### config.mk
export PLATFORM = sky130hd
export DESIGN_NAME = svc_ctrl
export DESIGN_NICKNAME = d
export VERILOG_FILES = /design/src/common/svc_pkg.sv /design/src/hdl/svc_code_clamp.sv /design/src/hdl/svc_ctrl.sv
export SDC_FILE = /design/constraint.sdc
export NUM_CORES = 1
export LEC_CHECK = 0
export ABC_CLOCK_PERIOD_IN_PS = 4670
export BUFFER_PORTS_ARGS = -buffer_cell sky130_fd_sc_hd__buf_2
export CAP_MARGIN = 20
export CORE_UTILIZATION = 35
export CTS_CLUSTER_DIAMETER = 60
export CTS_CLUSTER_SIZE = 40
export DETAILED_ROUTE_END_ITERATION = 16
export SYNTH_ARGS = -nofsm -noshare
export SYNTH_HDL_FRONTEND = slang
export SYNTH_SLANG_ARGS = --single-unit
### constraint.sdc
create_clock -name i_ref_clk -period 4.67 [get_ports i_ref_clk]
set_input_delay 0.467 -clock i_ref_clk [delete_from_list [all_inputs] [get_ports i_ref_clk]]
set_output_delay 0.467 -clock i_ref_clk [all_outputs]
set_load 0.05 [all_outputs]
### src/common/svc_pkg.sv
package svc_pkg;
   localparam logic [7:0] SVC_REG_MAX_CODE = 8'h30;
   localparam logic [7:0] SVC_CODE_OFF = 8'h00;
   localparam logic [7:0] SVC_CODE_HOLE_LO = 8'h01;
   localparam logic [7:0] SVC_CODE_HOLE_HI = 8'h32;
   localparam logic [7:0] SVC_CODE_MAX_RST = 8'hFF;
   localparam logic [3:0] SVC_ADDR_MAIN = 4'h0;
   localparam logic [3:0] SVC_ADDR_MEM0 = 4'h2;
   localparam logic [3:0] SVC_ADDR_MEM1 = 4'h4;
   localparam int SVC_NUM_RAILS = 3;
   localparam int SVC_FAST_MV_PER_US = 20;
   localparam int SVC_SLOW_MV_PER_US = 5;

   typedef enum logic [2:0] {
      SVC_OP_FAST = 3'h0,
      SVC_OP_SLOW = 3'h1,
      SVC_OP_DECAY = 3'h2,
      SVC_OP_PSTATE = 3'h3,
      SVC_OP_SETREG = 3'h4
   } svc_op_e;

   typedef enum logic [7:0] {
      SVC_PS_FULL = 8'h00,
      SVC_PS_LIGHT = 8'h01,
      SVC_PS_VLIGHT = 8'h02
   } svc_ps_e;

   typedef struct packed {
      svc_op_e op;
      logic [3:0] addr;
      logic [7:0] payload;
   } svc_cmd_s;

   typedef enum logic [1:0] {
      SVC_ST_IDLE = 2'b10,
      SVC_ST_INIT = 2'b01,
      SVC_ST_WAIT = 2'b11
   } svc_state_e;
endpackage

### src/hdl/svc_code_clamp.sv
`timescale 1ns/10ps
module svc_code_clamp
   import svc_pkg::*;
(
   input wire logic [7:0] i_code,
   input wire logic [7:0] i_max,
   output logic [7:0] o_code,
   output logic o_changed
);
   logic [7:0] lim;
   always_comb begin
      lim = i_code;
      if (lim > i_max) begin
         lim = i_max;
      end
      // Codes in the hole are pushed to the lowest legal code, or to off if that is above i_max
      if (lim >= SVC_CODE_HOLE_LO && lim <= SVC_CODE_HOLE_HI) begin
         lim = SVC_CODE_HOLE_HI + 8'h01;
      end
      if (lim > i_max) begin
         lim = SVC_CODE_OFF;
      end
      o_code = lim;
      o_changed = (lim != i_code);
   end
endmodule

### src/hdl/svc_ctrl.sv
`timescale 1ns/10ps
module svc_ctrl
   import svc_pkg::*;
#(
   parameter logic [7:0] MAX_CODE = SVC_CODE_MAX_RST
)
(
   input wire logic i_ref_clk,
   input wire logic i_reset_n,
   input wire logic i_req_valid,
   input wire logic [1:0] i_req_rail,
   input wire logic [7:0] i_req_code,
   input wire logic i_req_step_slow,
   input wire logic i_deep_idle,
   input wire logic i_low_current,
   input wire logic i_very_low_current,
   input wire logic i_bus_ready,
   output logic o_req_ready,
   output logic o_cmd_valid,
   output svc_cmd_s o_cmd,
   output logic o_init_done,
   output logic o_code_clamped
);
   svc_state_e state_q, state_d;
   svc_cmd_s cmd_q, cmd_d;
   logic valid_q, valid_d;
   logic idle_q, idle_d;
   logic ps_pend_q, ps_pend_d;
   logic [3:0] ps_addr_q, ps_addr_d;
   logic clamp_q, clamp_d;
   logic [7:0] cur_q [SVC_NUM_RAILS];
   logic [7:0] cur_d [SVC_NUM_RAILS];
   logic [7:0] safe_code;
   logic changed;
   logic [3:0] rail_addr;
   logic fire;

   svc_code_clamp u_clamp (
      .i_code(i_req_code),
      .i_max(MAX_CODE),
      .o_code(safe_code),
      .o_changed(changed)
   );

   always_comb begin
      unique case (i_req_rail)
         2'd1: rail_addr = SVC_ADDR_MEM0;
         2'd2: rail_addr = SVC_ADDR_MEM1;
         default: rail_addr = SVC_ADDR_MAIN;
      endcase
   end

   // Command slot frees while the bus takes it, so requests stall no longer, except while ps_pend_q is set after an upward ramp
   assign fire = valid_q && i_bus_ready;
   assign o_req_ready = (state_q == SVC_ST_IDLE) && (!valid_q || fire)
      && !ps_pend_q;

   always_comb begin
      state_d = state_q;
      cmd_d = cmd_q;
      valid_d = valid_q && !i_bus_ready;
      idle_d = i_deep_idle;
      ps_pend_d = ps_pend_q;
      ps_addr_d = ps_addr_q;
      clamp_d = clamp_q;
      for (int r = 0; r < SVC_NUM_RAILS; r++) begin
         cur_d[r] = cur_q[r];
      end
      unique case (state_q)
         SVC_ST_INIT: begin
            cmd_d.op = SVC_OP_SETREG;
            cmd_d.addr = SVC_ADDR_MAIN;
            cmd_d.payload = MAX_CODE;
            valid_d = 1'b1;
            state_d = SVC_ST_WAIT;
         end
         SVC_ST_WAIT: begin
            if (fire) begin
               state_d = SVC_ST_IDLE;
            end
         end
         SVC_ST_IDLE: begin
            if (!valid_q || fire) begin
               if (ps_pend_q) begin
                  // Regulator left low power on the upward ramp
                  cmd_d.op = SVC_OP_PSTATE;
                  cmd_d.addr = ps_addr_q;
                  cmd_d.payload = i_very_low_current ? SVC_PS_VLIGHT
                     : SVC_PS_LIGHT;
                  valid_d = i_low_current || i_very_low_current;
                  ps_pend_d = 1'b0;
               end else if (i_deep_idle && !idle_q) begin
                  cmd_d.op = SVC_OP_DECAY;
                  cmd_d.addr = SVC_ADDR_MAIN;
                  cmd_d.payload = SVC_CODE_HOLE_HI + 8'h01;
                  valid_d = 1'b1;
               end else if (!i_deep_idle && idle_q) begin
                  cmd_d.op = SVC_OP_FAST;
                  cmd_d.addr = SVC_ADDR_MAIN;
                  cmd_d.payload = cur_q[0];
                  valid_d = 1'b1;
               end else if (i_req_valid) begin
                  // Each request is one step; a target may take several
                  cmd_d.op = (safe_code < cur_q[i_req_rail]) && !i_req_step_slow
                     ? SVC_OP_DECAY
                     : (i_req_step_slow ? SVC_OP_SLOW : SVC_OP_FAST);
                  cmd_d.addr = rail_addr;
                  cmd_d.payload = safe_code;
                  valid_d = 1'b1;
                  clamp_d = changed;
                  cur_d[i_req_rail] = safe_code;
                  if (safe_code > cur_q[i_req_rail]) begin
                     ps_pend_d = 1'b1;
                     ps_addr_d = rail_addr;
                  end
               end
            end
         end
         default: state_d = SVC_ST_INIT;
      endcase
   end

   always_ff @(posedge i_ref_clk or negedge i_reset_n) begin
      if (!i_reset_n) begin
         state_q <= SVC_ST_INIT;
         cmd_q <= '0;
         valid_q <= 1'b0;
         idle_q <= 1'b0;
         ps_pend_q <= 1'b0;
         ps_addr_q <= 4'h0;
         clamp_q <= 1'b0;
         for (int r = 0; r < SVC_NUM_RAILS; r++) begin
            cur_q[r] <= SVC_CODE_OFF;
         end
      end else begin
         state_q <= state_d;
         cmd_q <= cmd_d;
         valid_q <= valid_d;
         idle_q <= idle_d;
         ps_pend_q <= ps_pend_d;
         ps_addr_q <= ps_addr_d;
         clamp_q <= clamp_d;
         for (int r = 0; r < SVC_NUM_RAILS; r++) begin
            cur_q[r] <= cur_d[r];
         end
      end
   end

   assign o_cmd_valid = valid_q;
   assign o_cmd = cmd_q;
   assign o_init_done = (state_q == SVC_ST_IDLE);
   assign o_code_clamped = clamp_q;

   logic ramp_cmd;
   assign ramp_cmd = valid_q && (cmd_q.op != SVC_OP_PSTATE)
      && (cmd_q.op != SVC_OP_SETREG);

   a_max_code: assert property (
      @(posedge i_ref_clk) disable iff (!i_reset_n)
      ramp_cmd |-> cmd_q.payload <= MAX_CODE)
      else $error("ramp code above maximum");

   a_code_hole: assert property (
      @(posedge i_ref_clk) disable iff (!i_reset_n)
      ramp_cmd |-> !(cmd_q.payload >= 8'h01 && cmd_q.payload <= 8'h32))
      else $error("ramp code in unused range");

   a_first_cmd: assert property (
      @(posedge i_ref_clk) disable iff (!i_reset_n)
      $rose(o_init_done) |-> $past(cmd_q.op) == SVC_OP_SETREG
         && $past(cmd_q.payload) == MAX_CODE)
      else $error("maximum code not written first");

   a_addr_legal: assert property (
      @(posedge i_ref_clk) disable iff (!i_reset_n)
      valid_q |-> cmd_q.addr inside {4'h0, 4'h2, 4'h4})
      else $error("bad rail address");

   a_idle_entry: assert property (
      @(posedge i_ref_clk) disable iff (!i_reset_n)
      $rose(i_deep_idle) && o_init_done && !ps_pend_q && (!valid_q || fire)
      |=> valid_q && cmd_q.op == SVC_OP_DECAY)
      else $error("no decay on deep idle entry");

   a_idle_exit: assert property (
      @(posedge i_ref_clk) disable iff (!i_reset_n)
      $fell(i_deep_idle) && o_init_done && !ps_pend_q && (!valid_q || fire)
      |=> valid_q && cmd_q.op == SVC_OP_FAST)
      else $error("no fast ramp on deep idle exit");

   a_ps_payload: assert property (
      @(posedge i_ref_clk) disable iff (!i_reset_n)
      valid_q && cmd_q.op == SVC_OP_PSTATE |-> cmd_q.payload <= 8'h02)
      else $error("bad power state code");

   a_cmd_hold: assert property (
      @(posedge i_ref_clk) disable iff (!i_reset_n)
      valid_q && !i_bus_ready |=> valid_q && $stable(cmd_q))
      else $error("command changed while stalled");

   a_ps_resend: assert property (
      @(posedge i_ref_clk) disable iff (!i_reset_n)
      ps_pend_q && (!valid_q || fire) && i_low_current
      |=> valid_q && cmd_q.op == SVC_OP_PSTATE)
      else $error("low power state not resent");
endmodule

Yosys cells after proc, flatten, opt, wreduce, memory -nomap -nowiden
Index checks and enable logic that the tools add are counted.
{"block": "word_totals", "regBits": 49, "input_bits": 18, "out_inout_bits": 19, "wordCells": 89}
{"block": "op_classes", "order_cmp": 8, "n_eq_ne": 9, "mux": 32, "n_bitwise": 5, "n_reduce_logical": 23}
{"op": "$mux 15", "n": 5}
{"op": "$mux 8", "n": 6}
{"op": "$pmux 15 s2", "n": 1}
{"op": "$bwmux 24", "n": 1}
{"op": "$bmux 8 s2", "n": 1}
{"op": "$demux 8 s2", "n": 1}
{"op": "$gt 8x8->1 const B", "n": 2}
{"op": "$mux 1", "n": 11}
{"op": "$logic_and 1x1->1", "n": 9}
{"op": "$ge 8x1->1 const B", "n": 1}
{"op": "$gt 8x8->1", "n": 1}
{"op": "$le 8x6->1 const B", "n": 1}
{"op": "$lt 8x8->1", "n": 1}
{"op": "$ne 8x8->1", "n": 1}
{"op": "$reduce_and 7->1", "n": 1}
{"op": "$eq 2x2->1 const B", "n": 3}
{"op": "$logic_not 1->1", "n": 6}
{"op": "$mux 2", "n": 3}
{"op": "$pmux 2 s3", "n": 1}
{"op": "$pmux 3 s2", "n": 1}
{"op": "$reduce_and 6->1", "n": 1}
{"op": "$ne 5x2->1 const B", "n": 1}
{"op": "$eq 2x1->1 const B", "n": 2}
{"op": "$not 1->1", "n": 4}
{"op": "10 further kinds", "n": 12}

Longest topological paths before layout
Gate-level depths: netlist of the first run.
{"block": "depth", "ltp_word": 16, "depth_mapped": 11, "ltp_nobuf": 9}

Modules after synthesis
A second synthesis of the first run with hierarchy kept.
{"block": "unflattened", "hier_cells": 352, "area_unflattened_um2": 3278.1}
{"module": "svc_ctrl", "instances": 1, "cells_per_inst": 218, "area_each_um2": 2397.3, "seq_area_each_um2": 1127.3}
{"module": "svc_code_clamp", "instances": 1, "cells_per_inst": 134, "area_each_um2": 880.8, "seq_area_each_um2": 0.0}

Least setup slack after synthesis of the first run
OpenSTA, ideal clock, no wires.
{"block": "synth_path", "path_type": "input -> register", "from": "input port i_req_rail[1]", "to": "register ps_addr_q[2]", "setup_time_ps": 125, "t_arrival_ps": 2536, "required_time_ps": 4545, "path_slack_ps": 2009, "cell_stages": 10, "n_path_buf": 2, "cell_sequence": "clkbuf_1 nor2b_1 clkbuf_1 a21oi_1 ha_1 nor2b_1 o211ai_1 a21oi_1 o21ai_0 mux2_2"}
{"block": "synth_between", "elab_chain_len": 6, "elab_cells_between_ends": 9, "classes_between": "order compare (1); eq/ne (2); mux (4); bitwise (1); reduce/logical (1)"}
{"element": "start, declared", "line": "svc_ctrl.sv:11", "text": "input wire logic [1:0] i_req_rail,"}
{"element": "$not 2->3 (implied by the code)", "line": "svc_ctrl.sv:112", "text": "if (safe_code > cur_q[i_req_rail]) begin"}
{"element": "$bmux 8 s2", "line": "svc_ctrl.sv:112"}
{"element": "$mux 8 (implied by the code) (2 in a row)", "line": "svc_ctrl.sv:112"}
{"element": "$gt 8x8->1", "line": "svc_ctrl.sv:112"}
{"element": "$reduce_and 7->1 (no source line)"}
{"element": "end signal, assigned", "line": "svc_ctrl.sv:141", "text": "ps_addr_q <= ps_addr_d;"}
{"element": "end, declared", "line": "svc_ctrl.sv:29", "text": "logic [3:0] ps_addr_q, ps_addr_d;"}
Parallel ways exist; a longest one is shown, timed or not. The select of a mux whose other input is x is not followed.
A chain may end at the register's enable or synchronous reset.

Final worst setup path of the first run
{"block": "layout_path", "from": "input port i_req_code[7]", "to": "register ps_addr_q[2]"}
{"block": "layout_between", "elab_chain_len": 9, "elab_cells_between_ends": 10, "classes_between": "order compare (5); mux (3); reduce/logical (2)"}
{"element": "start, declared", "line": "svc_ctrl.sv:12", "text": "input wire logic [7:0] i_req_code,"}
{"element": "$gt 8x8->1", "line": "svc_code_clamp.sv:13", "text": "if (lim > i_max) begin"}
{"element": "$mux 8 (*)", "line": "svc_code_clamp.sv:13"}
{"element": "$ge 8x1->1 / $le 8x6->1 (equally long branches)", "line": "svc_code_clamp.sv:17", "text": "if (lim >= SVC_CODE_HOLE_LO && lim <= SVC_CODE_HOLE_HI) begin"}
{"element": "$logic_and 1x1->1", "line": "svc_code_clamp.sv:17"}
{"element": "$mux 8 (*)", "line": "svc_code_clamp.sv:17"}
{"element": "$gt 8x8->1", "line": "svc_code_clamp.sv:20", "text": "if (lim > i_max) begin"}
{"element": "$mux 8 (*)", "line": "svc_code_clamp.sv:20"}
{"element": "via safe_code[1]", "line": "svc_ctrl.sv:33", "text": "logic [7:0] safe_code;"}
{"element": "$gt 8x8->1 (*)", "line": "svc_ctrl.sv:112"}
{"element": "$reduce_and 7->1 (no source line) (*)"}
The timed path passes the listed nets; every way through them passes the cells marked *.

==> flow_metrics.env, run 1 <==
export IMPL_slew_headroom=0.489
export IMPL_ir_drop_mv=0.210
export IMPL_num_nets_final=307
export IMPL_post_cts_buffers=0
export IMPL_grt_pass1_vias=1826
export IMPL_multi_input_area_mm2=0.00135
export IMPL_drive_gt1_frac=0.297
export IMPL_grt_setup_unrepaired="false"
export IMPL_setup_viol=0
export IMPL_final_cell_mix="dfrtp_1, buf_2, nor2_1"
export IMPL_final_util=0.423
export IMPL_dieHeight_um=87.5
export IMPL_grt_usage=0.157
export IMPL_synth_top_cell_area_share=0.430
export IMPL_clock_path_buffers=2
export IMPL_grt_antenna_before_repair=0
export IMPL_pin_count=37
export IMPL_drt_iter0_drc=103
export IMPL_final_common_cell="dfrtp_1"
export IMPL_synth_flop_cell="dfrtp_1"
export IMPL_ys_async_sr_fraction=1.00
export IMPL_place_hpwl_um=4080
export IMPL_worst_clock_skew_ns=0.0104
export IMPL_synth_edf_count=0
export IMPL_clock_latency_ns=0.30
export IMPL_grt_max_degree=46
export IMPL_rows=30
export IMPL_clock_sinks=45
export IMPL_via_count=1903
export IMPL_status="complete, no violations"
export IMPL_power_leakage_nw=1.33
export IMPL_num_antenna_cells=0
export IMPL_core_mm2=0.00694
export IMPL_areaGrowthSynthToFinish_pct=14.7
export IMPL_cp_required_ns=4.86
export IMPL_hold_ws_ns=0.310
export IMPL_timing_reg2reg_worst_path_depth=5
export IMPL_crit_path_max_fanout=6
export IMPL_synth_top_cell_by_area="dfrtp_1"
export IMPL_fin_crit_ns=2.69
export IMPL_syn_area_per_cell_um2=10.5
export IMPL_yosys_warnings=0
export IMPL_fp_dieArea_mm2=0.00766
export IMPL_cts_buffers=5
export IMPL_routabilityCongestion=0.795
export IMPL_fin_crit_sh=0.576
export IMPL_powerDensity_mw_per_mm2=584
export IMPL_cts_hold_fix_buffers=0
export IMPL_cap_violations=0
export IMPL_cts_root_buffer="clkbuf_8"
export IMPL_hold_viol_final=0
export IMPL_dp_slack_ns=1.68
export IMPL_synth_cell_area_mm2=0.00256
export IMPL_power_total_w=0.00171
export IMPL_hp_class="input pin to flop"
export IMPL_drt_wl_total_um=5520
export IMPL_start_util=0.368
export IMPL_viasPerCell=5.12
export IMPL_clk_pin_slew_worst_paths_ns=0.09
export IMPL_ant_nets=0
export IMPL_ys_top_cells_by_area="dfrtp_1, mux2_2, ha_1"
export IMPL_tightest_slew_ns=0.766
export IMPL_drtPass1Iterations=4
export IMPL_cts_resized=0
export IMPL_grt_pass1_wl_um=9230
export IMPL_grt_overflow=0
export IMPL_ys_ff_latch=45
export IMPL_worst_endpoint_arrival_ns=2.89
export IMPL_wl_per_cell_um=14.8
export IMPL_ys_seq_area_frac=0.441
export IMPL_num_fill_cells=693
export IMPL_crit_type="input pin to flop"
export IMPL_drv_slew=0
export IMPL_regArea_mm2=0.00113
export IMPL_htree_num_levels=2
export IMPL_tns_ns=0
export IMPL_die_width_um=87.5
export IMPL_io_buffers=34
export IMPL_setup_ws_ns=1.98
export IMPL_setup_worst_path_end_class="flop"
export IMPL_syn_inst=243
export IMPL_min_path_cells=1
export IMPL_cts_tree="done"
export IMPL_yosysUniqueCellTypes=49
export IMPL_start_kind="input pin"
export IMPL_drc=0
export IMPL_fmax_ghz=0.372
[worst max-delay path, cell delays in order]
cell      delay [ns]
buf_2           0.14
nor2_1          0.25
o21ai_0         0.18
o21bai_1        0.43
ha_1            0.33
nor2b_1         0.13
o211ai_1        0.15
a21oi_1         0.10
o21ai_0         0.32
mux2_2          0.37
[power by group]
group / total [W] / leakage [nW] / internal (W) / switching [W]
registers: 0.000649 / 0.562 / 0.000547 / 0.000102
clock network: 0.000307 / 0.0574 / 0.000174 / 0.000133
logic: 0.000758 / 0.713 / 0.000271 / 0.000487
[worst paths after layout]
| path | start | to | slack [ns] |
|---|---|---|---|
| max | i_req_code[7] | ps_addr_q[2]$_DFFE_PN0P_ | 1.98 |
| min | i_deep_idle | idle_q$_DFF_PN0_ | 0.31 |
| max reg2reg | idle_q$_DFF_PN0_ | ps_pend_q$_DFFE_PN0P_ | 2.39 |
| min reg2reg | o_cmd[14]$_DFFE_PN0P_ | o_cmd[14]$_DFFE_PN0P_ | 0.48 |
| max in group asynchronous | i_reset_n | state_q[0]$_DFFE_PN1P_ | 3.64 |
| min in group asynchronous | i_reset_n | o_cmd_valid$_DFF_PN0_ | 0.53 |
[routing by layer]
metal / vias to the layer above / track usage / part of all wire / wire, µm
met3: 9 / 0.0351 / 0.042 / 232
met4: 0 / 0.0417 / 0.013 / 71
met2: 46 / 0.242 / 0.44 / 2450
li1: 942 / - / - / -
met1: 906 / 0.222 / 0.50 / 2760
met5: - / 0 / 0 / 0
[synthesized netlist by cell type (all sizes together) (5+ instances only)]
| cell | count |
|---|---|
| dfrtp | 44 |
| nor2 | 26 |
| mux2 | 22 |
| o21ai | 20 |
| a21oi | 16 |
| mux2i | 16 |
| ha | 14 |
| nand2 | 11 |
| nand2b | 9 |
| buf | 6 |
| clkbuf | 6 |
| inv | 5 |
| nor2b | 5 |
| nor3 | 5 |
[sequential cells by signal (all words and copies together), names as in the netlist]
signal	cells
idle_q	1
ps_addr_q	2
o_code_clamped	1
cur_q	24
state_q	2
o_cmd	13
o_cmd_valid	1
ps_pend_q	1
[area by class of cell]
type / count / share of cell area
multi-input cells: 182 / 0.460
flip-flops and latches: 45 / 0.384
repair buffers: 36 / 0.0682
well taps: 96 / 0.0409
clock buffers: 6 / 0.0281
clock inverters: 2 / 0.0128
inverters: 5 / 0.00639
[kinds of logic after synthesis]
kind of cell | synth area share
AOI/OAI and AO/OA | 0.136
adders and majority gates | 0.0685
buffers and inverters | 0.0337
DFF | 0.441
muxes | 0.159
other | 0.00147
and+or+nand+nor | 0.160
[metrics by stage]
step,area [µm²],std cells
after floorplan,2560,244
after global placement,2790,362
after detailed placement,2790,362
after CTS,2910,370
after global routing,2940,372
final,2940,372
No activity file was read; power rests on OpenSTA's default activity.
==> run 2: changes to the inputs <==
ABC_CLOCK_PERIOD_IN_PS = 2700   (was 4670)
clock period = 2.7 ns   (was 4.67 ns; I/O delays follow)
==> run 2 against run 1 <==
Net effect:
- final cell count increased by 2.2%
- core utilization increased by 0.45 points
- count of clock-buffer cells in the layout decreased by 1
- register-to-register slack got worse by 1.8 ns
- worst hold slack got worse by 0.21 ns
- final area increased by 1.1%
- sequential share of layout area decreased by 0.40 points
- worst setup slack got worse by 1.6 ns
- critical path type unchanged
==> flow_metrics.env, run 2 (synthesis results as in run 1) <==
export IMPL_drv_slew=0
export IMPL_io_buffers=34
export IMPL_clock_path_buffers=2
export IMPL_final_cell_mix="dfrtp_1, buf_2, nor2_1"
export IMPL_routabilityCongestion=0.870
export IMPL_setup_viol=0
export IMPL_dp_slack_ns=0.0676
export IMPL_pwr_share_comb=0.460
export IMPL_placed_area_mm2=0.00285
export IMPL_wl_met2_um=2380
export IMPL_clkPwrFrac=0.150
export IMPL_largest_register_ffs=24
export IMPL_setup_worst_path_end_class="flop"
export IMPL_cts_root_buffer="clkbuf_8"
export IMPL_worst_endpoint_arrival_ns=2.50
export IMPL_rows=30
export IMPL_cap_violations=0
export IMPL_wirelength_met1_um=2880
export IMPL_areaGrowthSynthToFinish_pct=15.9
export IMPL_setup_ws_ns=0.385
export IMPL_p_sw_w=0.00125
export IMPL_die_width_um=87.5
export IMPL_fin_crit_sh=0.857
export IMPL_ir_drop_mv=0.253
export IMPL_drtPass1Iterations=4
export IMPL_slew_headroom=0.617
export IMPL_num_antenna_cells=0
export IMPL_final_common_cell="dfrtp_1"
export IMPL_status="complete, no violations"
export IMPL_p_seq_frac=0.390
export IMPL_power_internal_w=0.00161
export IMPL_drt_iter0_drc=52
export IMPL_htree_num_levels=2
export IMPL_cts_tree="done"
export IMPL_grt_setup_unrepaired="false"
export IMPL_crit_type="input pin to flop"
export IMPL_clk_pin_slew_worst_paths_ns=0.09
export IMPL_wl_met3_um=218
export IMPL_start_kind="input pin"
export IMPL_dieHeight_um=87.5
export IMPL_power_leakage_nw=1.35
export IMPL_fin_crit_ns=2.31
export IMPL_start_util=0.368
export IMPL_fp_dieArea_mm2=0.00766
export IMPL_drc=0
export IMPL_maxUsedRoutingLayer="met4"
export IMPL_num_nets_final=315
export IMPL_slowest_stage="or4_4"
export IMPL_place_hpwl_um=4080
export IMPL_crit_path_max_incr_delay_ns=0.55
export IMPL_wl_per_cell_um=14.5
export IMPL_tns_ns=0
export IMPL_fmax_ghz=0.432
export IMPL_via_count=1921
export IMPL_ant_nets=0
export IMPL_grt_antenna_before_repair=0
export IMPL_grt_max_degree=46
export IMPL_grt_overflow=0
export IMPL_drive_gt1_frac=0.317
export IMPL_fin_area_mm2=0.00297
export IMPL_viasPerCell=5.06
export IMPL_grt_usage=0.153
export IMPL_powerDensity_mw_per_mm2=965
export IMPL_grt_pass1_wl_um=9050
export IMPL_clock_sinks=45
export IMPL_cts_resized=0
export IMPL_tightest_slew_ns=0.573
export IMPL_core_mm2=0.00694
export IMPL_crit_chain="buf_2 > or4_4 > o221ai_2 > and2_2 > ha_1 > a21oi_1 > a21oi_1 > o21ai_0 > mux2_2"
export IMPL_cpMostUsedCell="a21oi_1"
export IMPL_drt_wl_total_um=5530
export IMPL_crit_path_max_fanout=5
export IMPL_switching_share=0.438
export IMPL_pin_count=37
export IMPL_clock_latency_ns=0.30
export IMPL_hp_class="input pin to flop"
export IMPL_cp_required_ns=2.89
export IMPL_grt_pass1_vias=1830
export IMPL_worst_clock_skew_ns=0.00851
export IMPL_cts_buffers=5
export IMPL_largest_register="cur_q"
export IMPL_num_fill_cells=695
export IMPL_hold_viol_final=0
run 2: power groups by stage:
stage               registers (W)  clock network, W  logic (W)
floorplan                 0.00139                 0   0.000748
global route              0.00116          0.000461    0.00145
detailed placement        0.00113                 0    0.00132
finish                    0.00112          0.000429    0.00132
CTS                       0.00112          0.000443    0.00132
global placement          0.00113                 0    0.00130
run 2: timing repair:
| item | CTS | global route |
|---|---|---|
| buffers inserted | 0 | 0 |
| hold endpoints to repair | 0 | 12 |
| hold buffers | 0 | 1 |
| setup endpoints to repair | 0 | 0 |
run 2: routing by layer:
layer  vias to the layer above  global-route usage
li1                        950                   -
met1                       924               0.225
met2                        40               0.232
met3                         7              0.0332
met4                         0              0.0313
met5                         -                   0
run 2: worst paths after layout:
check | startpoint | end | slack, ns | cells past startpoint
worst max-delay path | i_req_code[1] | ps_addr_q[2]$_DFFE_PN0P_ | 0.39 | 9
min in group asynchronous | i_reset_n | state_q[1]$_DFFE_PN0P_ | 0.39 | 2
max in group asynchronous | i_reset_n | cur_q[23]$_DFFE_PN0P_ | 1.81 | 3
worst min register to register | o_cmd[14]$_DFFE_PN0P_ | o_cmd[14]$_DFFE_PN0P_ | 0.48 | 2
worst min-delay path | i_deep_idle | idle_q$_DFF_PN0_ | 0.10 | 1
worst max register to register | cur_q[17]$_DFFE_PN0P_ | ps_addr_q[2]$_DFFE_PN0P_ | 0.61 | 9
run 2: cell type report:
| type | instances | area, µm² | share of cell area |
|---|---|---|---|
| Multi-Input combinational cell | 182 | 1350 | 0.455 |
| Timing Repair Buffer | 44 | 260 | 0.0877 |
| Sequential cell | 45 | 1130 | 0.380 |
| Inverter | 5 | 18.8 | 0.00633 |
| Clock inverter | 3 | 22.5 | 0.00759 |
| Clock buffer | 5 | 68.8 | 0.0232 |
| Tap cell | 96 | 120 | 0.0405 |
run 2: per-stage QoR:
| stage | hold slack (ns) | util | power [W] | instances |
|---|---|---|---|---|
| floorplan | -0.0256 | - | 0.00214 | 244 |
| global placement | 0.414 | 0.410 | 0.00243 | 370 |
| detailed placement | 0.417 | 0.410 | 0.00245 | 370 |
| CTS | 0.0980 | 0.423 | 0.00289 | 378 |
| global route | 0.103 | 0.427 | 0.00307 | 380 |
| finish | 0.103 | 0.427 | 0.00286 | 380 |
run 2: critical path: cells and delay by family:
kind,cells,cell delay [ns]
adders and majority gates,1,0.26
and+or+nand+nor,2,0.76
buffers and inverters,1,0.12
AOI/OAI and AO/OA,4,0.72
muxes,1,0.37
